File: src/obc_defines.vh
/*
  Constants for the option byte configuration loader: option byte
  addresses, field positions, register addresses and reset values.
  Assumes a byte-wide flash read port and a byte-wide memory bus.
*/
// Function
// - bit 0 of byte 0081H picks power-on-clear mode: 0 single, 1 dual threshold.
// - mode bit comes only from programmer writes; self-programming forces single threshold.
// - boot swap copies 1081H option byte into 0081H.
// - bits 1:0 of 0084H: 00 off, 01 prohibited, 10 keep, 11 erase on failure.
// - option bytes are read and applied during reset processing.
// - memory size register at FFF0H, 8 bits, resets to CFH.
// - RAM field 110 selects 1024 bytes, ROM field 0100 selects 16 KB.
// - expansion RAM size register at FFF4H, 8 bits, resets to 0CH.
// - expansion field 01000 selects 2048 bytes; software writes 08H.
// - clocked serial programming: programmer drives clock and data; internal fast oscillator only.
// - async serial programming: crystal or external clock only.
`ifndef OBC_DEFINES_VH
`define OBC_DEFINES_VH
`define OBC_ADDR_POC       16'h0081
`define OBC_ADDR_DBG       16'h0084
`define OBC_SWAP_OFFSET    16'h1000
`define OBC_POC_BIT        0
`define OBC_DBG_HI         1
`define OBC_DBG_LO         0
`define OBC_ADDR_MSS       16'hFFF0
`define OBC_ADDR_XRS       16'hFFF4
`define OBC_MSS_RESET      8'hCF
`define OBC_XRS_RESET      8'h0C
`define OBC_MSS_MASK       8'hEF
`define OBC_XRS_MASK       8'h1F
`define OBC_RAM_HI         7
`define OBC_RAM_LO         5
`define OBC_ROM_HI         3
`define OBC_ROM_LO         0
`define OBC_RAM_1K         3'h6
`define OBC_ROM_16K        4'h4
`define OBC_XRAM_2K        5'h08
`define OBC_DBG_PROHIB     2'h1
`define OBC_DBG_ERASE      2'h3
`endif

File: src/obc_size_decode.v
/*
  Decodes the memory size and expansion RAM size registers into
  capacity selects and a prohibited-code flag.
  Assumes registered inputs; outputs are registered in the parent.
*/
`default_nettype none
`include "obc_defines.vh"
module obc_size_decode (
  // register values
  input  wire [7:0] memSizeSel,
  input  wire [7:0] xramSizeSel,
  // decoded capacities
  output wire       ram1k,
  output wire       rom16k,
  output wire       xram2k,
  output wire       sizeProhibited
);
  assign ram1k  = (memSizeSel[`OBC_RAM_HI:`OBC_RAM_LO] == `OBC_RAM_1K);
  assign rom16k = (memSizeSel[`OBC_ROM_HI:`OBC_ROM_LO] == `OBC_ROM_16K);
  assign xram2k = (xramSizeSel[4:0] == `OBC_XRAM_2K);
  assign sizeProhibited = ~(ram1k & rom16k & xram2k);
endmodule
`default_nettype wire

File: src/obc_option_loader.v
/*
  Option byte loader and memory size registers. During reset processing
  it reads the option bytes from flash (swap copy when boot swap is
  active), latches the fields, then releases the core.
  Assumes a flash read port with one-cycle read latency and a byte bus.
  Limitations: the flash must answer within one cycle of an address
  change; size register writes are ignored until loading is done;
  self-programming always yields the single-threshold clear mode.
  Trade-off: three fixed load cycles rather than a handshake with the
  flash, which keeps reset processing short and its length known.
*/
`default_nettype none
`include "obc_defines.vh"
module obc_option_loader (
  // clock and reset
  input  wire        core_clk,
  input  wire        reset_n,
  input  wire        clkEn,
  // reset processing context
  input  wire        bootSwap,
  input  wire        selfProgramming,
  input  wire        programmerMode,
  input  wire        serialChannelIsClocked,
  // flash read port
  output reg  [15:0] flashAddr_q,
  output reg         flashRead_q,
  input  wire [7:0]  flashData,
  // byte register bus
  input  wire [15:0] busAddr,
  input  wire        busWrite,
  input  wire        busRead,
  input  wire [7:0]  busWdata,
  output reg  [7:0]  busRdata_q,
  // configuration outputs
  output reg         powerOnClearLevelSelect_q,
  output reg         debugEnableHigh_q,
  output reg         debugEnableLow_q,
  output reg         debugSettingProhibited_q,
  output reg         loadDone_q,
  output reg         useInternalFastOsc_q,
  output reg         ram1k_q,
  output reg         rom16k_q,
  output reg         xram2k_q,
  output reg         sizeProhibited_q
);
  // one-hot load sequence states
  localparam [3:0] ST_POC  = 4'h1;
  localparam [3:0] ST_DBG  = 4'h2;
  localparam [3:0] ST_LAST = 4'h4;
  localparam [3:0] ST_DONE = 4'h8;

  // load sequence
  reg  [3:0]  state_q;
  reg  [3:0]  state_d;

  // flash read port next values
  reg  [15:0] flashAddr_d;
  reg         flashRead_d;

  // option field next values
  reg         pocLevel_d;
  reg         dbgHigh_d;
  reg         dbgLow_d;
  reg         dbgProhib_d;
  reg         loadDone_d;
  reg         fastOsc_d;

  // size registers and read data
  reg  [7:0]  memSizeSel_q;
  reg  [7:0]  memSizeSel_d;
  reg  [7:0]  xramSizeSel_q;
  reg  [7:0]  xramSizeSel_d;
  reg  [7:0]  busRdata_d;

  // bus decode
  wire [15:0] base;
  wire        mssHit;
  wire        xrsHit;
  wire        mssWrEn;
  wire        xrsWrEn;

  // decoded capacities
  wire        ram1k;
  wire        rom16k;
  wire        xram2k;
  wire        sizeProhibited;
  wire        unusedProg;

  // swap copy stands at the upper bank
  assign base = bootSwap ? `OBC_SWAP_OFFSET : 16'h0000;

  // one read issued in each of ST_POC and ST_DBG; its byte is taken one state later
  always @* begin
    state_d     = state_q;
    flashAddr_d = flashAddr_q;
    flashRead_d = flashRead_q;
    fastOsc_d   = useInternalFastOsc_q;
    pocLevel_d  = powerOnClearLevelSelect_q;
    dbgHigh_d   = debugEnableHigh_q;
    dbgLow_d    = debugEnableLow_q;
    dbgProhib_d = debugSettingProhibited_q;
    loadDone_d  = loadDone_q;
    case (state_q)
      ST_POC: begin
        state_d     = ST_DBG;
        flashAddr_d = base + `OBC_ADDR_POC;
        flashRead_d = 1'b1;
        fastOsc_d   = serialChannelIsClocked;
      end
      ST_DBG: begin
        state_d     = ST_LAST;
        flashAddr_d = base + `OBC_ADDR_DBG;
        // self-programming cannot raise the threshold mode
        pocLevel_d  = flashData[`OBC_POC_BIT] & ~selfProgramming;
      end
      ST_LAST: begin
        state_d     = ST_DONE;
        flashRead_d = 1'b0;
        dbgHigh_d   = flashData[`OBC_DBG_HI];
        dbgLow_d    = flashData[`OBC_DBG_LO];
        dbgProhib_d = (flashData[`OBC_DBG_HI:`OBC_DBG_LO] == `OBC_DBG_PROHIB);
        loadDone_d  = 1'b1;
      end
      ST_DONE: begin
        // stays here until the next reset
        flashRead_d = 1'b0;
      end
      default: begin
        // an illegal code restarts the load
        state_d     = ST_POC;
        flashRead_d = 1'b0;
      end
    endcase
  end

  // option fields load once per reset, then freeze
  always @(posedge core_clk or negedge reset_n) begin
    if (!reset_n) begin
      state_q                   <= ST_POC;
      flashAddr_q               <= 16'h0000;
      flashRead_q               <= 1'b0;
      powerOnClearLevelSelect_q <= 1'b0;
      debugEnableHigh_q         <= 1'b0;
      debugEnableLow_q          <= 1'b0;
      debugSettingProhibited_q  <= 1'b0;
      loadDone_q                <= 1'b0;
      useInternalFastOsc_q      <= 1'b0;
    end else if (clkEn) begin
      state_q                   <= state_d;
      flashAddr_q               <= flashAddr_d;
      flashRead_q               <= flashRead_d;
      powerOnClearLevelSelect_q <= pocLevel_d;
      debugEnableHigh_q         <= dbgHigh_d;
      debugEnableLow_q          <= dbgLow_d;
      debugSettingProhibited_q  <= dbgProhib_d;
      loadDone_q                <= loadDone_d;
      useInternalFastOsc_q      <= fastOsc_d;
    end
  end

  assign mssHit  = (busAddr == `OBC_ADDR_MSS);
  assign xrsHit  = (busAddr == `OBC_ADDR_XRS);
  // writes before load completes are dropped: the core is not running yet
  assign mssWrEn = busWrite & loadDone_q & mssHit;
  assign xrsWrEn = busWrite & loadDone_q & xrsHit;

  // reserved bits always read back as zero
  always @* begin
    memSizeSel_d  = memSizeSel_q;
    xramSizeSel_d = xramSizeSel_q;
    if (mssWrEn) begin
      memSizeSel_d = busWdata & `OBC_MSS_MASK;
    end
    if (xrsWrEn) begin
      xramSizeSel_d = busWdata & `OBC_XRS_MASK;
    end
  end

  // unmapped addresses read as zero
  always @* begin
    busRdata_d = 8'h00;
    if (busRead && mssHit) begin
      busRdata_d = memSizeSel_q;
    end else if (busRead && xrsHit) begin
      busRdata_d = xramSizeSel_q;
    end
  end

  // decodes lag the register by one cycle
  always @(posedge core_clk or negedge reset_n) begin
    if (!reset_n) begin
      memSizeSel_q     <= `OBC_MSS_RESET;
      xramSizeSel_q    <= `OBC_XRS_RESET;
      busRdata_q       <= 8'h00;
      ram1k_q          <= 1'b0;
      rom16k_q         <= 1'b0;
      xram2k_q         <= 1'b0;
      sizeProhibited_q <= 1'b1;
    end else if (clkEn) begin
      memSizeSel_q     <= memSizeSel_d;
      xramSizeSel_q    <= xramSizeSel_d;
      busRdata_q       <= busRdata_d;
      ram1k_q          <= ram1k;
      rom16k_q         <= rom16k;
      xram2k_q         <= xram2k;
      sizeProhibited_q <= sizeProhibited;
    end
  end

  obc_size_decode uDecode (
    .memSizeSel     (memSizeSel_q),
    .xramSizeSel    (xramSizeSel_q),
    .ram1k          (ram1k),
    .rom16k         (rom16k),
    .xram2k         (xram2k),
    .sizeProhibited (sizeProhibited)
  );

  // programmerMode is carried for the flash controller; nothing here differs
  assign unusedProg = programmerMode;
endmodule
`default_nettype wire

File: config.mk
export PLATFORM = sky130hd
export DESIGN_NAME = obc_option_loader
export DESIGN_NICKNAME = d
export VERILOG_FILES = /design/src/obc_size_decode.v /design/src/obc_option_loader.v
export VERILOG_INCLUDE_DIRS = /design/src
export SDC_FILE = /design/constraint.sdc
export NUM_CORES = 1
export LEC_CHECK = 0
export BUFFER_PORTS_ARGS = -buffer_cell sky130_fd_sc_hd__buf_2
export CORE_MARGIN = 2
export CORE_UTILIZATION = 30
export DETAILED_ROUTE_END_ITERATION = 7
export PLACE_DENSITY = 0.64
export SLEW_MARGIN = 20
export SYNTH_ARGS = -nofsm -noshare
export SYNTH_HDL_FRONTEND = slang
export SYNTH_SLANG_ARGS = --single-unit
export TNS_END_PERCENT = 1
File: constraint.sdc
create_clock -name core_clk -period 2.01 [get_ports core_clk]
set_clock_uncertainty 0.05 [all_clocks]
set_input_delay 0.1005 -clock core_clk [delete_from_list [all_inputs] [get_ports core_clk]]
set_output_delay 0.1005 -clock core_clk [all_outputs]
set_load 0.05 [all_outputs]
==> metrics.md, run 1 <==
| Metric | Value |
|---|---|
| Status | `finished, final reports clean` |
| CORE AREA | `0.00589 mm2` |
| Slew Viols, Final | `0` |
| Fin. Hold Viols | `0` |
| TritonCTS clock tree | `built` |
| TritonCTS Buffers | `5` |
| Vias per cell | `4.52` |
| Vias | `~1,400` |
| Sequential element share of the synthesized area | `54.3%` |
| 1st-pass router iterations | `4` |
| Area leader, netlist | `dfrtp_1` |
| Synth Cell Area | `0.00182 mm2` |
| Clk Latency, worst-skew pair | `0.30 ns` |
| Max Freq | `0.602 GHz` |
| GRT met3 Usage | `under 10%` |
| R2r startpoint | `state_q[3]` |
| Antenna Cells | `0` |
| Initial Util | `a little under a third` |
| Total track usage | `12.6%` |
| GRT met1 Usage | `approximately 16%` |
| Critical path launch point type | `primary input` |
| Worst setup EP type | `flop` |
| Leakage | `1.15 nW` |
| Number of flops mapped to enable cells by yosys | `0` |
| Full die area | `0.00671 mm2` |
| GR Overflow Total | `0` |
| Synth top area share | `39.8%` |
| Syn. warnings | `0` |
| Worst vdd ir | `0.790 mV` |
| Max-cap viol count | `0` |
| Hold EP | `debugEnableLow_q` |
| RSZ-0062 raised after global routing | `no` |
| Main synth FF type | `dfrtp_1` |
| Clk slew on worst S/H paths | `0.08 ns` |
| I/O pin cnt | `76` |
| Row count | `28` |
| Mean post-synth cell area | `11.9 um2` |
| Crit path DAT | `1.79 ns` |
| Sink Count | `39` |
| Cell variety after synth | `34` |
| Placer Congestion | `between 0.7 and 0.8` |
| Met2 usage | `20.9%` |
| Worst-path fanout max | `7` |
| Gate Count Post-Synth | `153` |
| First-pass GRT wire length | `6.28 mm` |
| Hold depth | `2` |
| Placed cell area | `0.00214 mm2` |
| Seq cells post-synth | `39` |
| Hold Crit Start | `flashData[0]` |
| Port bufs | `56` |
| Commonest cells after routing, fill and taps aside | `buf_2 (56), dfrtp_1 (29), mux2_2 (17)` |
| Detail Route Antenna Nets | `0` |
| Total Nets Final | `approximately 260` |
| Die W | `81.9 um` |
| Hold_buf cts | `11` |
| Clk buf depth | `2` |
| H-tree Lvls | `2` |
| Worst-Margin Slew | `0.842 ns` |
| Share of cells above drive strength 1 | `43.3%` |
| Vias in the first global route | `1,342` |
| Final Cycle Share | `82.6%` |
| Area growth syn-to-layout | `29.8%` |
| CP Class | `primary input to flop` |
| DP HPWL | `between 2 and 3 mm` |
| Root Buffer | `clkbuf_8` |
| WL final | `3.80 mm` |
| Worst r2r path cells | `3` |
| WP data required | `2.14 ns` |
| Design area | `between 0.002 and 0.0025 mm2` |
| Post-CTS setup buffer count | `0` |
| Initial detailed-routing violation count | `45` |
| FF-to-FF End | `flashAddr_q[12]` |
| Rel. slew slack | `43.9%` |
| Largest net degree at the start of global routing | `40` |
| P per Cell Area | `1100 mW/mm2` |
| DRC viols | `0` |
| Setup TNS | `0 ns` |
| Final setup fails | `0` |
| Die H | `81.9 um` |
| Busiest metal layer after global routing | `met2` |
| Initial antenna violation count | `0` |
| Async S/R FF share, synth | `100%` |
| Drt wl/cell | `12.7 um` |
| Most common cell after layout, fill and taps aside | `buf_2` |
| Min cycle time layout | `approximately 1.7 ns` |
| R2R Setup Slk | `0.36 ns` |
| Area contributors post-synth | `dfrtp_1 (40%), dfstp_2 (14%), mux2_2 (11%)` |
| # resized after CTS | `0` |
| HP Class | `primary input to flop` |
-- kinds of logic after synthesis --
logic type / count (synthesis) / share of synthesized area, %
DFF: 39 / 54.3
buffers and inverters: 32 / 9.13
and+or+nand+nor: 31 / 13.0
AOI/OAI and AO/OA: 27 / 9.62
muxes: 22 / 13.3
xor gates and xnor gates: 1 / 0.481
other: 1 / 0.206
-- layer usage --
metal | part of all wire [%] | up-vias
met4 | 1.3 | 0
met5 | 0 | -
met1 | 44 | 632
li1 | - | 660
met3 | 7.4 | 6
met2 | 47 | 54
-- per-stage QoR --
step | hold slack (ns) | total power [mW] | std cells | setup slack (ns) | utilization, %
2_1_floorplan | -0.245 | 1.72 | 164 | 0.282 | -
3_3_place_gp | 0.210 | 1.91 | 280 | 0.0709 | 36.3
3_5_place_dp | 0.211 | 1.92 | 280 | 0.0280 | 36.3
4_1_cts | 0.0105 | 2.62 | 299 | 0.333 | 40.2
5_1_grt | 0.00680 | 2.76 | 299 | 0.216 | 40.2
6_report | 0.0237 | 2.59 | 299 | 0.350 | 40.2
-- synthesized netlist by cell type, drive strengths merged (2+ instances only) --
| library cell | instances |
|---|---|
| a21oi | 6 |
| buf | 14 |
| clkbuf | 2 |
| dfrtp | 29 |
| dfstp | 10 |
| inv | 16 |
| mux2 | 18 |
| mux2i | 4 |
| nand2 | 8 |
| nand2b | 3 |
| nand4 | 5 |
| nor2 | 3 |
| nor2b | 3 |
| nor4 | 2 |
| nor4b | 2 |
| o21ai | 7 |
| o22ai | 5 |
| o32ai | 5 |
-- area by class of cell --
type / count / area, um2
timing repair buffer: 68 / 398
multi-input combinational: 93 / 708
clock inverter: 3 / 47.5
tap: 75 / 93.8
fill: 573 / 3520
sequential: 39 / 988
inverter: 16 / 60.1
clock buffer: 5 / 68.8
-- worst max-delay path by stage --
stage	start	end	slack (ns)
6_report	busAddr[1]	memSizeSel_q[5]	0.35
3_5_place_dp	busAddr[1]	memSizeSel_q[5]	0.03
3_3_place_gp	busAddr[1]	memSizeSel_q[5]	0.07
2_1_floorplan	busAddr[1]	xramSizeSel_q[4]	0.28
5_1_grt	state_q[3]	flashAddr_q[12]	0.22
4_1_cts	busAddr[1]	memSizeSel_q[5]	0.33
-- registers in the layout, indices dropped and copies added (netlist names) --
name / cells
busRdata_q: 8
debugEnableHigh_q: 1
debugEnableLow_q: 1
debugSettingProhibited_q: 1
flashAddr_q: 4
flashRead_q: 1
loadDone_q: 1
memSizeSel_q: 7
powerOnClearLevelSelect_q: 1
ram1k_q: 1
rom16k_q: 1
sizeProhibited_q: 1
state_q: 4
useInternalFastOsc_q: 1
xram2k_q: 1
xramSizeSel_q: 5
-- where the power goes --
part / leakage [nW] / internal (mW) / switching, mW / total, mW
sequential: 0.485 / 0.925 / 0.131 / 1.06
clock: 0.0587 / 0.376 / 0.298 / 0.675
combinational: 0.602 / 0.251 / 0.612 / 0.863
total: 1.15 / 1.55 / 1.04 / 2.59
-- critical path, cell delays in order --
cell and delay (ns):
buf_2 0.10, or4b_4 0.56, nor4_4 0.46, nand4b_4 0.24, mux2_2 0.33
Note: power is estimated with default switching activity, not from simulation.
==> run 2, diff against run 1 <==
--- a/config.mk
+++ b/config.mk
@@ -10,7 +10,7 @@
 export CORE_MARGIN = 2
 export CORE_UTILIZATION = 30
 export DETAILED_ROUTE_END_ITERATION = 7
-export PLACE_DENSITY = 0.64
+export PLACE_DENSITY = 0.66
 export SLEW_MARGIN = 20
 export SYNTH_ARGS = -nofsm -noshare
 export SYNTH_HDL_FRONTEND = slang
==> constraint.sdc (replaced) <==
create_clock -name core_clk -period 1.5 [get_ports core_clk]
set_clock_uncertainty 0.05 [all_clocks]
set_input_delay 0.075 -clock core_clk [delete_from_list [all_inputs] [get_ports core_clk]]
set_output_delay 0.075 -clock core_clk [all_outputs]
set_load 0.05 [all_outputs]
==> run 2 against run 1 <==
Combinational power rose by 52%. Critical endpoint is now powerOnClearLevelSelect_q. Sequential power rose by 32%. Hold slack improved by 0.078 ns. Routed wire length up 4.9%. Total power up 35%. Critical path type is now flop to flop.
==> metrics.md, run 2 (same netlist as run 1, synthesis figures left out) <==
| Metric | Value |
|---|---|
| Initial detailed-routing violation count | `53 (+18%)` |
| CP Class | `flop to flop` |
| Worst vdd ir | `0.706 mV (-11%)` |
| Sw frac | `39.9% (-0.29 points)` |
| Max reg flops | `8 (unchanged)` |
| Gate power share | `37.4% (+4.1 points)` |
| Placer Congestion | `0.784 (+2.2%)` |
| Fin. Hold Viols | `0 (unchanged)` |
| Cell Int Power | `2.11 mW (+36%)` |
| Setup TNS | `0 ns (unchanged)` |
| TritonCTS clock tree | `built` |
| Crit path DAT | `1.54 ns (-0.25 ns)` |
| Full die area | `0.00671 mm2 (unchanged)` |
| Most common cell after layout, fill and taps aside | `buf_2` |
| P per Cell Area | `1420 mW/mm2 (+29%)` |
| 1st-pass router iterations | `4 (unchanged)` |
| Commonest cells after routing, fill and taps aside | `buf_2 (56), dfrtp_1 (29), mux2_2 (17)` |
| Sw Pwr | `1.40 mW (+34%)` |
| DRC viols | `0 (unchanged)` |
| HP Class | `primary input to flop` |
| Initial antenna violation count | `0 (unchanged)` |
| Min Hold Slack | `0.101 ns (+0.0778 ns)` |
| DP HPWL | `2.98 mm (+7.7%)` |
| Clk Latency, worst-skew pair | `0.29 ns (about the same)` |
| Detail Route Antenna Nets | `0 (unchanged)` |
| Die W | `81.9 um (unchanged)` |
| Antenna Cells | `0 (unchanged)` |
| Share of cells above drive strength 1 | `46.2% (+2.9 points)` |
| Sink Count | `39 (unchanged)` |
| Clk slew on worst S/H paths | `0.08 ns (about the same)` |
| Area growth syn-to-layout | `35.4%` |
| Initial Util | `31.0% (unchanged)` |
| Vias in the first global route | `1,393 (+3.8%)` |
| Vias per cell | `4.44 (-1.7%)` |
| Post-CTS setup buffer count | `0 (unchanged)` |
| WP data required | `1.63 ns (-0.51 ns)` |
| Die H | `81.9 um (unchanged)` |
| Root Buffer | `clkbuf_8` |
| Worst-path fanout max | `6 (-1)` |
| First-pass GRT wire length | `6.44 mm (+2.6%)` |
| Drt wl/cell | `12.8 um (+0.90%)` |
| Critical path launch point type | `flop` |
| Total track usage | `12.8% (+0.22 points)` |
| Status | `finished, final reports clean` |
| GR Overflow Total | `0 (unchanged)` |
| Port bufs | `56 (unchanged)` |
| Largest net degree at the start of global routing | `40 (unchanged)` |
| Placed cell area | `0.00223 mm2 (+4.3%)` |
| CORE AREA | `0.00589 mm2 (unchanged)` |
| Leakage | `1.21 nW (+5.2%)` |
| Largest registers | `busRdata_q: 8 flops, memSizeSel_q: 7 flops, xramSizeSel_q: 5 flops` |
| WL final | `3.99 mm (+4.9%)` |
| Clk buf depth | `2 (unchanged)` |
| RSZ-0062 raised after global routing | `no` |
| Seq pwr share | `39.9% (-0.8 points)` |
| H-tree Lvls | `2 (unchanged)` |
| Design area | `0.00247 mm2 (+4.3%)` |
| Vias | `1,382 (+2.2%)` |
| Max-cap viol count | `0 (unchanged)` |
| Largest Register | `busRdata_q` |
| Max Freq | `0.707 GHz` |
| Total Nets Final | `276 (+4.5%)` |
| Row count | `28 (unchanged)` |
| Final setup fails | `0 (unchanged)` |
| I/O pin cnt | `76 (unchanged)` |
| Min cycle time layout | `1.42 ns` |
| Worst setup EP type | `flop` |
| Final Cycle Share | `a little over nine tenths` |
| Slew Viols, Final | `0 (unchanged)` |
| Clock network power share | `22.7% (-3.3 points)` |
| Fin util | `41.9% (+1.7 points)` |
| TritonCTS Buffers | `5 (unchanged)` |
[run 2: cell types whose count changed in the layout (fill, tap and decap cells not counted), sizes merged]
| cell | change |
|---|---|
| clkinvlp | +1 |
| clkbuf | +2 |
| dlygate4sd3 | +2 |
| buf | +10 |
| inv | -1 |
| clkinv | -1 |
| bufinv | -1 |
[run 2: repair_timing]
item	4_1_cts	5_1_grt
hold endpoints to repair	56	0
setup endpoints to repair	0	2
hold buffers	13	0
gates resized for setup	0	2
[run 2: power by group through the flow]
stage	Clock, mW	Combinational [mW]	Sequential (mW)
2_1_floorplan	0	0.451	1.85
5_1_grt	0.856	1.41	1.43
4_1_cts	0.811	1.31	1.40
3_5_place_dp	0	1.29	1.42
3_3_place_gp	0	1.27	1.41
6_report	0.793	1.31	1.40
[run 2: routing by layer]
metal | up-vias | share of wire [%] | GRT usage (%)
met5 | - | 0 | 0
met4 | 0 | 1.6 | 5.50
met3 | 4 | 6.5 | 2.86
met2 | 54 | 45 | 20.7
met1 | 647 | 47 | 16.5
li1 | 677 | - | -
[run 2: through the flow]
step	instances	total power [mW]	setup slack, ns
after floorplan	164	2.31	-0.0589
after global placement	290	2.68	-0.190
after detailed placement	290	2.70	-0.216
after CTS	311	3.52	0.0169
after global routing	311	3.70	0.0110
final	311	3.50	0.0846
[run 2: cell type report]
| cell class | count | area [um2] |
|---|---|---|
| Clock buffer | 7 | 96.3 |
| Clock inverter | 1 | 7.51 |
| Fill cell | 571 | 3420 |
| Inverter | 16 | 60.1 |
| Multi-Input combinational cell | 93 | 714 |
| Sequential cell | 39 | 988 |
| Tap cell | 75 | 93.8 |
| Timing Repair Buffer | 80 | 505 |
[run 2: worst paths after layout]
path,slack (ns),start,cells past startpoint,end
min,0.10,busAddr[2],3,busRdata_q[4]
min reg2reg,0.41,flashAddr_q[7],1,flashAddr_q[7]
max in group asynchronous,0.91,reset_n,3,memSizeSel_q[7]
max reg2reg,0.08,state_q[2],4,powerOnClearLevelSelect_q
min in group asynchronous,0.23,reset_n,3,busRdata_q[3]
max,0.08,state_q[2],4,powerOnClearLevelSelect_q
[run 2: worst max-delay path: stages, from the launching register on]
cell	delay [ns]
dfrtp_1	0.45
nor3b_2	0.30
buf_4	0.17
nand2_1	0.07
mux2_2	0.28
